`config.mk`:
```
export PLATFORM = sky130hd
export DESIGN_NAME = mmc_config_regs
export DESIGN_NICKNAME = d
export VERILOG_FILES = /design/src/logic/mmc_pkg.sv /design/src/logic/mmc_config_regs.sv
export VERILOG_INCLUDE_DIRS = /design/src /design/src/logic
export SDC_FILE = /design/constraint.sdc
export NUM_CORES = 1
export LEC_CHECK = 0
export ABC_AREA = 1
export BUFFER_PORTS_ARGS = -buffer_cell sky130_fd_sc_hd__buf_2
export CORE_ASPECT_RATIO = 1.75
export CORE_MARGIN = 2
export CORE_UTILIZATION = 43
export DETAILED_ROUTE_END_ITERATION = 10
export PLACE_DENSITY = 0.7
export SLEW_MARGIN = 20
export SYNTH_ARGS = -nofsm -noshare
export SYNTH_HDL_FRONTEND = slang
export SYNTH_SLANG_ARGS = --single-unit
```
`constraint.sdc`:
```
create_clock -name clk -period 0.96 [get_ports clk]
set_input_delay 0.192 -clock clk [delete_from_list [all_inputs] [get_ports clk]]
set_output_delay 0.192 -clock clk [all_outputs]
set_load 0.1 [all_outputs]
```
`src/logic/mmc_consts.svh`:
```
/*
 * Constants of the metering mode configuration register bank: addresses,
 * field positions, reset values and field codes.
 * Assumes a 16-bit register address space on the serial register port.
 */
`ifndef MMC_CONSTS_SVH
`define MMC_CONSTS_SVH
`define MMC_ADDR_PEAK 16'hE700
`define MMC_ADDR_ACC 16'hE701
`define MMC_ADDR_LCY 16'hE702
`define MMC_ADDR_CAP 16'hE706
`define MMC_ADDR_LOCK 16'hEC01
`define MMC_RST_PEAK 8'h1C
`define MMC_RST_ACC 8'h00
`define MMC_RST_LCY 8'h40
`define MMC_RST_CAP 8'h00
`define MMC_RST_LOCK 8'h00
`define MMC_WMASK_PEAK 8'h1C
`define MMC_WMASK_ACC 8'hF0
`define MMC_WMASK_LCY 8'h4B
`define MMC_WMASK_CAP 8'h27
`define MMC_PEAK_LSB 2
`define MMC_REACT_SEL_BIT 7
`define MMC_ACT_SEL_BIT 6
`define MMC_REACT_ACC_MSB 3
`define MMC_REACT_ACC_LSB 2
`define MMC_ACT_ACC_MSB 1
`define MMC_ACT_ACC_LSB 0
`define MMC_ACC_SIGNED 2'h0
`define MMC_READ_CLR_BIT 6
`define MMC_ZX_CNT_BIT 3
`define MMC_LC_REACT_BIT 1
`define MMC_LC_ACT_BIT 0
`define MMC_POL_BIT 5
`define MMC_CONT_MSB 4
`define MMC_CONT_LSB 3
`define MMC_CONT_WAVE 2'h1
`define MMC_GAP_BIT 2
`define MMC_SIZE_BIT 1
`define MMC_HCLK_BIT 0
`define MMC_GAP_CYCLES 7
`define MMC_LOCK_BIT 1
`define MMC_EXTREF_BIT 0
`endif

```
`src/logic/mmc_pkg.sv`:
```
/*
 * Types of the metering mode configuration register bank.
 * Assumes nothing beyond a SystemVerilog compiler.
 */
`default_nettype none
package mmc_pkg;
    typedef struct packed {
        logic [15:0] addr;
        logic [7:0] wdata;
        logic wr;
        logic rd;
    } mmc_req_s;

    typedef struct packed {
        logic [2:0] peak_src;
        logic reactive_sign_group_sel;
        logic active_sign_group_sel;
        logic [1:0] reactive_accum_mode;
        logic [1:0] active_accum_mode;
        logic read_clear_enable;
        logic voltage_crossing_count_en;
        logic reactive_line_cycle_en;
        logic active_line_cycle_en;
        logic capture_strobe_polarity;
        logic [1:0] capture_content_sel;
        logic capture_package_gap;
        logic capture_package_size;
        logic capture_serial_clock;
        logic external_reference_en;
        logic port_lock;
    } mmc_cfg_s;
endpackage : mmc_pkg
`default_nettype wire

```
`src/logic/mmc_config_regs.sv`:
```
/*
 * Five 8-bit mode configuration registers of the metering core, written
 * and read over the serial register port, plus qualified mode outputs.
 * Assumes the port logic, the compensation group select and the capture
 * enable all run on clk; requests are single-cycle strobes.
 */
`timescale 1ns/10ps
`default_nettype none
`include "mmc_consts.svh"
module mmc_config_regs #(
    parameter int ADDR_W = 16
) (
    input wire logic clk,
    input wire logic arst_n,
    input wire logic ce,
    input wire logic sw_rst,
    input wire mmc_pkg::mmc_req_s req,
    input wire logic chan_group_sel,
    input wire logic capture_port_enable,
    output logic [7:0] rdata_r,
    output logic rvalid_r,
    output mmc_pkg::mmc_cfg_s cfg_r,
    output logic read_clear_active_r,
    output logic capture_allowed_r,
    output logic group_mismatch_r
);
    initial begin
        if (ADDR_W != 16) begin
            $error("mmc_config_regs: register port address must be 16 bits");
        end
    end

    logic [7:0] peak_r, peak_nxt;
    logic [7:0] acc_r, acc_nxt;
    logic [7:0] lcy_r, lcy_nxt;
    logic [7:0] cap_r, cap_nxt;
    logic [7:0] lock_r, lock_nxt;
    logic [7:0] rd_mux;
    logic rclr_nxt, cap_ok_nxt, mism_nxt;

    wire logic wr_peak = req.wr && req.addr == `MMC_ADDR_PEAK;
    wire logic wr_acc = req.wr && req.addr == `MMC_ADDR_ACC;
    wire logic wr_lcy = req.wr && req.addr == `MMC_ADDR_LCY;
    wire logic wr_cap = req.wr && req.addr == `MMC_ADDR_CAP;
    wire logic wr_lock = req.wr && req.addr == `MMC_ADDR_LOCK;
    wire logic [1:0] w_racc = req.wdata[`MMC_REACT_ACC_MSB:`MMC_REACT_ACC_LSB];
    wire logic [1:0] w_aacc = req.wdata[`MMC_ACT_ACC_MSB:`MMC_ACT_ACC_LSB];
    wire logic [1:0] w_cont = req.wdata[`MMC_CONT_MSB:`MMC_CONT_LSB];

    // reserved codes are refused: the field keeps its old value
    wire logic [1:0] racc_keep = (w_racc == `MMC_ACC_SIGNED) ? w_racc
        : acc_r[`MMC_REACT_ACC_MSB:`MMC_REACT_ACC_LSB];
    wire logic [1:0] aacc_keep = (w_aacc == `MMC_ACC_SIGNED) ? w_aacc
        : acc_r[`MMC_ACT_ACC_MSB:`MMC_ACT_ACC_LSB];
    wire logic [1:0] cont_keep = (w_cont == `MMC_CONT_WAVE) ? w_cont
        : cap_r[`MMC_CONT_MSB:`MMC_CONT_LSB];

    // bits 5:4 of the accumulation register store what software wrote,
    // relying on software to write back the value it read
    assign peak_nxt = req.wdata & `MMC_WMASK_PEAK;
    assign acc_nxt = (req.wdata & `MMC_WMASK_ACC)
        | {4'h0, racc_keep, aacc_keep};
    assign lcy_nxt = req.wdata
        & `MMC_WMASK_LCY;
    assign cap_nxt = (req.wdata & `MMC_WMASK_CAP)
        | {3'h0, cont_keep, 3'h0};
    // lock is set-only: once the port is locked, only a reset frees it
    assign lock_nxt = {6'h00, lock_r[`MMC_LOCK_BIT] | req.wdata[`MMC_LOCK_BIT],
        req.wdata[`MMC_EXTREF_BIT]};

    assign rd_mux = (req.addr == `MMC_ADDR_PEAK) ? peak_r
        : (req.addr == `MMC_ADDR_ACC) ? acc_r
        : (req.addr == `MMC_ADDR_LCY) ? lcy_r
        : (req.addr == `MMC_ADDR_CAP) ? cap_r
        : (req.addr == `MMC_ADDR_LOCK) ? lock_r : 8'h00;

    // read-clear means nothing while either line-cycle mode runs
    assign rclr_nxt = lcy_r[`MMC_READ_CLR_BIT]
        && !lcy_r[`MMC_LC_REACT_BIT] && !lcy_r[`MMC_LC_ACT_BIT];
    assign cap_ok_nxt = capture_port_enable
        && cap_r[`MMC_CONT_MSB:`MMC_CONT_LSB] == `MMC_CONT_WAVE;
    // the sign monitors only see valid data when the compensation group
    // matches; flagged here so firmware slips show up
    assign mism_nxt = (acc_r[`MMC_REACT_SEL_BIT] != chan_group_sel)
        || (acc_r[`MMC_ACT_SEL_BIT] != chan_group_sel);

    always_ff @(posedge clk or negedge arst_n) begin
        if (!arst_n) begin
            peak_r <= `MMC_RST_PEAK;
            acc_r <= `MMC_RST_ACC;
            lcy_r <= `MMC_RST_LCY;
            cap_r <= `MMC_RST_CAP;
            lock_r <= `MMC_RST_LOCK;
        end else if (ce && sw_rst) begin
            peak_r <= `MMC_RST_PEAK;
            acc_r <= `MMC_RST_ACC;
            lcy_r <= `MMC_RST_LCY;
            cap_r <= `MMC_RST_CAP;
            lock_r <= `MMC_RST_LOCK;
        end else if (ce) begin
            if (wr_peak) peak_r <= peak_nxt;
            if (wr_acc) acc_r <= acc_nxt;
            if (wr_lcy) lcy_r <= lcy_nxt;
            if (wr_cap) cap_r <= cap_nxt;
            if (wr_lock) lock_r <= lock_nxt;
        end
    end

    always_ff @(posedge clk or negedge arst_n) begin
        if (!arst_n) begin
            rdata_r <= 8'h00;
            rvalid_r <= 1'b0;
        end else if (ce) begin
            rvalid_r <= req.rd;
            if (req.rd) rdata_r <= rd_mux;
        end
    end

    always_ff @(posedge clk or negedge arst_n) begin
        if (!arst_n) begin
            read_clear_active_r <= 1'b0;
            capture_allowed_r <= 1'b0;
            group_mismatch_r <= 1'b0;
        end else if (ce) begin
            read_clear_active_r <= rclr_nxt;
            capture_allowed_r <= cap_ok_nxt;
            group_mismatch_r <= mism_nxt;
        end
    end

    // one peak-source bit per current channel pair
    genvar gi;
    generate
        for (gi = 0; gi < 3; gi++) begin : g_peak
            assign cfg_r.peak_src[gi] = peak_r[`MMC_PEAK_LSB + gi];
        end
    endgenerate

    // the sign selects share the accumulation register with its modes
    assign cfg_r.reactive_sign_group_sel =
        acc_r[`MMC_REACT_SEL_BIT];
    assign cfg_r.active_sign_group_sel =
        acc_r[`MMC_ACT_SEL_BIT];
    assign cfg_r.reactive_accum_mode =
        acc_r[`MMC_REACT_ACC_MSB:`MMC_REACT_ACC_LSB];
    assign cfg_r.active_accum_mode = acc_r[`MMC_ACT_ACC_MSB:`MMC_ACT_ACC_LSB];
    assign cfg_r.read_clear_enable = lcy_r[`MMC_READ_CLR_BIT];
    assign cfg_r.voltage_crossing_count_en = lcy_r[`MMC_ZX_CNT_BIT];
    assign cfg_r.reactive_line_cycle_en = lcy_r[`MMC_LC_REACT_BIT];
    assign cfg_r.active_line_cycle_en = lcy_r[`MMC_LC_ACT_BIT];
    assign cfg_r.capture_strobe_polarity = cap_r[`MMC_POL_BIT];
    assign cfg_r.capture_content_sel = cap_r[`MMC_CONT_MSB:`MMC_CONT_LSB];
    assign cfg_r.capture_package_gap = cap_r[`MMC_GAP_BIT];
    assign cfg_r.capture_package_size = cap_r[`MMC_SIZE_BIT];
    assign cfg_r.capture_serial_clock = cap_r[`MMC_HCLK_BIT];
    assign cfg_r.external_reference_en = lock_r[`MMC_EXTREF_BIT];
    assign cfg_r.port_lock = lock_r[`MMC_LOCK_BIT];
endmodule : mmc_config_regs
`default_nettype wire

```
==> results.py <==
metrics = {
    "critical_path": {
        "crit_required_ns": 0.77,
        "crit_start": "lcy_r[6]",
        "crit_path_max_incr_delay_ns": 0.65,
        "path_delay_family": "flip-flops",
        "rr_startpoint": "lcy_r[6]",
        "cp-end-kind": "output port",
        "slowest_stage": "dfstp_4",
        "startpoint_type": "flip-flop",
        "critical_path_class": "flip-flop to output port",
        "critPathBufInv": 1,
        "cp_data_arrival_time_ns": 1.12,
        "path_cells": "buf_12",
        "path_max_fanout": 2,
    },
    "finish": {
        "fillers": 193,
        "design_area_um2": 3880,
        "mostFrequentLayoutCells": "55 x nand2_1, 43 x buf_4, 35 x buf_12",
        "layout_commonest_cell": "nand2_1",
        "drive_above_1_share_pct": 66.8,
        "fin_nets": 405,
        "areaGrowthSynthToFinish_pct": 98.1,
        "antennaDiodeCount": 0,
    },
    "route": {
        "initialDrtViolationCount": 118,
        "num_vias": 2436,
        "wl_per_cell_um": 19.7,
        "via_per_inst": 5.73,
        "detail-route-antenna-nets": 0,
        "routed_wirelength_um": 8380,
        "dr.pass1.iters": 4,
        "drcViolationCount": 0,
    },
    "sta": {
        "fin_crit_sh_pct": 136,
        "rsz0062_at_grt": "true",
        "hold-worst-slack_ns": 0.150,
        "slew_headroom_pct": 70.3,
        "min_period_ns": 1.31,
        "setup_violations": 64,
        "tightest_slew_ns": 0.441,
        "final_max_slew_viol_count": 0,
        "clock.fmax_ghz": 0.764,
        "hold_violations": 0,
        "fin_ws_ns": -0.349,
        "clock_skew_ns": 0.00664,
    },
    "logic_synthesis": {
        "ys_ff_latch": 35,
        "syn_inst": 252,
        "synth-edff-count": 0,
        "synth_nets": 284,
        "synth_async_sr_flop_share_pct": 100,
        "netlist_area_um2": 1960,
        "ys_seq_area_share_pct": 45.0,
        "synth_warnings": 0,
        "syn_area_per_cell_um2": 7.77,
        "ys.flop_type": "dfrtp_1",
        "netlist-cell-type-count": 30,
    },
    "power_and_ir_drop": {
        "power.density_nw_per_um2": 975,
        "p_leak_nw": 1.85,
        "total_power_mw": 3.78,
        "vdd_drop_max_v": 0.00153,
    },
    "hold_path": {
        "min_from": "capture_port_enable",
        "hp-class": "primary input to flip-flop",
    },
    "place": {
        "post-dp-hpwl_um": 4520,
        "place_area_um2": 3170,
        "routabilityCongestion": 0.929,
        "port-buffer-count": 64,
        "pre_cts_ws_ns": -0.422,
    },
    "floorplan": {
        "rows": 32,
        "initial_utilization_pct": 44.5,
        "die_area_um2": 5130,
        "num_io_pins": 65,
        "core_um2": 4400,
        "fp.dieW_um": 55.0,
        "die_y_um": 93.3,
    },
    "global_routing": {
        "antenna_found_initial": 0,
        "grt.total_usage_pct": 27.4,
        "grt-ovfl-total": 0,
        "grt_pass1_vias": 2183,
        "grt_max_degree": 19,
        "grt_pass1_wl_um": 10200,
    },
    "clock_network": {
        "clockBufferDepth": 2,
        "cts_tree": "built",
        "cts_sinks": 35,
        "clk_latency_ns": 0.29,
        "cts_made_buffers": 5,
        "path_clk_slew_ns": 0.08,
        "htreeDepth": 2,
        "cts_root_buffer": "clkbuf_8",
    },
    "outcome": {
        "status": "finished, violations left",
        "failed_checks": "setup timing",
    },
    "job": {
        "drv_cap": 0,
    },
}
-- power breakdown --
group,internal [mW],switching [mW]
Sequential,1.55,0.0571
Combinational,0.432,0.668
Clock,0.507,0.564
Total,2.49,1.29
-- cell usage after synthesis, types with 4 or more instances --
cell | n | share of area [%]
nand3_1 | 21 | 5.4
dfstp_2 | 4 | 5.4
o21ai_0 | 15 | 3.8
buf_4 | 7 | 2.7
nor2_2 | 5 | 1.6
nand2_1 | 73 | 14
dfrtp_1 | 31 | 40
nand4_1 | 5 | 1.6
nor2_1 | 25 | 4.8
inv_1 | 27 | 5.2
a21boi_1 | 4 | 1.5
-- sequential cells by signal, indices dropped and copies added, names as in the netlist --
register and flops:
lock_r 2, read_clear_active_r 1, peak_r 3, rvalid_r 1, acc_r 8, group_mismatch_r 1, cap_r 6, lcy_r 4
rdata_r 8, capture_allowed_r 1
-- cell type report --
| type | count | area [um2] | share of cell area (%) |
|---|---|---|---|
| Clock buffer | 6 | 72.6 | 1.87 |
| Multi-Input combinational cell | 176 | 1230 | 31.6 |
| Tap cell | 51 | 63.8 | 1.65 |
| Clock inverter | 2 | 12.5 | 0.323 |
| Inverter | 30 | 133 | 3.42 |
| Sequential cell | 35 | 951 | 24.5 |
| Timing Repair Buffer | 125 | 1420 | 36.6 |
-- stage by stage --
| step | util, % | instances | setup TNS (ns) |
|---|---|---|---|
| floorplan | - | 252 | -2.28 |
| global route | 88.1 | 425 | -10.37 |
| detailed placement | 72.0 | 383 | -10.58 |
| CTS | 79.9 | 414 | -6.73 |
| finish | 88.1 | 425 | -8.21 |
| global placement | 72.0 | 383 | -9.47 |
-- worst reg2reg max path, delay by kind of cell (launching register included) --
family,cells,cell delay (ns)
compound gates,1,0.07
buf+inv,1,0.12
flops,1,0.65
simple gates,3,0.24
-- timing repair --
item,CTS,global route
pin swaps,14,39
setup buffers,22,12
hold buffers,1,0
endpoints found under the hold margin,9,0
endpoints found under the setup margin,58,66
gates resized for setup,23,77
-- logic make-up after synthesis --
family / after synthesis / share of synthesized area (%)
AO/OA/AOI/OAI: 32 / 10.4
buffers and inverters: 41 / 9.71
flip-flops: 35 / 45.0
multiplexers: 1 / 0.575
AND/OR/NAND/NOR: 143 / 34.4
-- metal layers --
layer,GRT usage [%],up-vias,part of all wire (%)
li1,-,1048,-
met1,32.5,1196,33
met2,45.1,153,56
met3,5.27,39,6.5
met4,13.6,0,4.8
met5,0,-,0
-- final timing paths --
path	endpoint	cells past startpoint	slack, ns
min in group asynchronous	lock_r[1]	2	0.32
max in group asynchronous	peak_r[3]	3	0.16
worst max-delay path	cfg_r[11]	1	-0.35
worst min register to register	acc_r[4]	2	0.50
worst max register to register	rdata_r[6]	5	-0.18
worst min-delay path	capture_allowed_r	3	0.15
No activity file was read; power rests on OpenSTA's default activity.
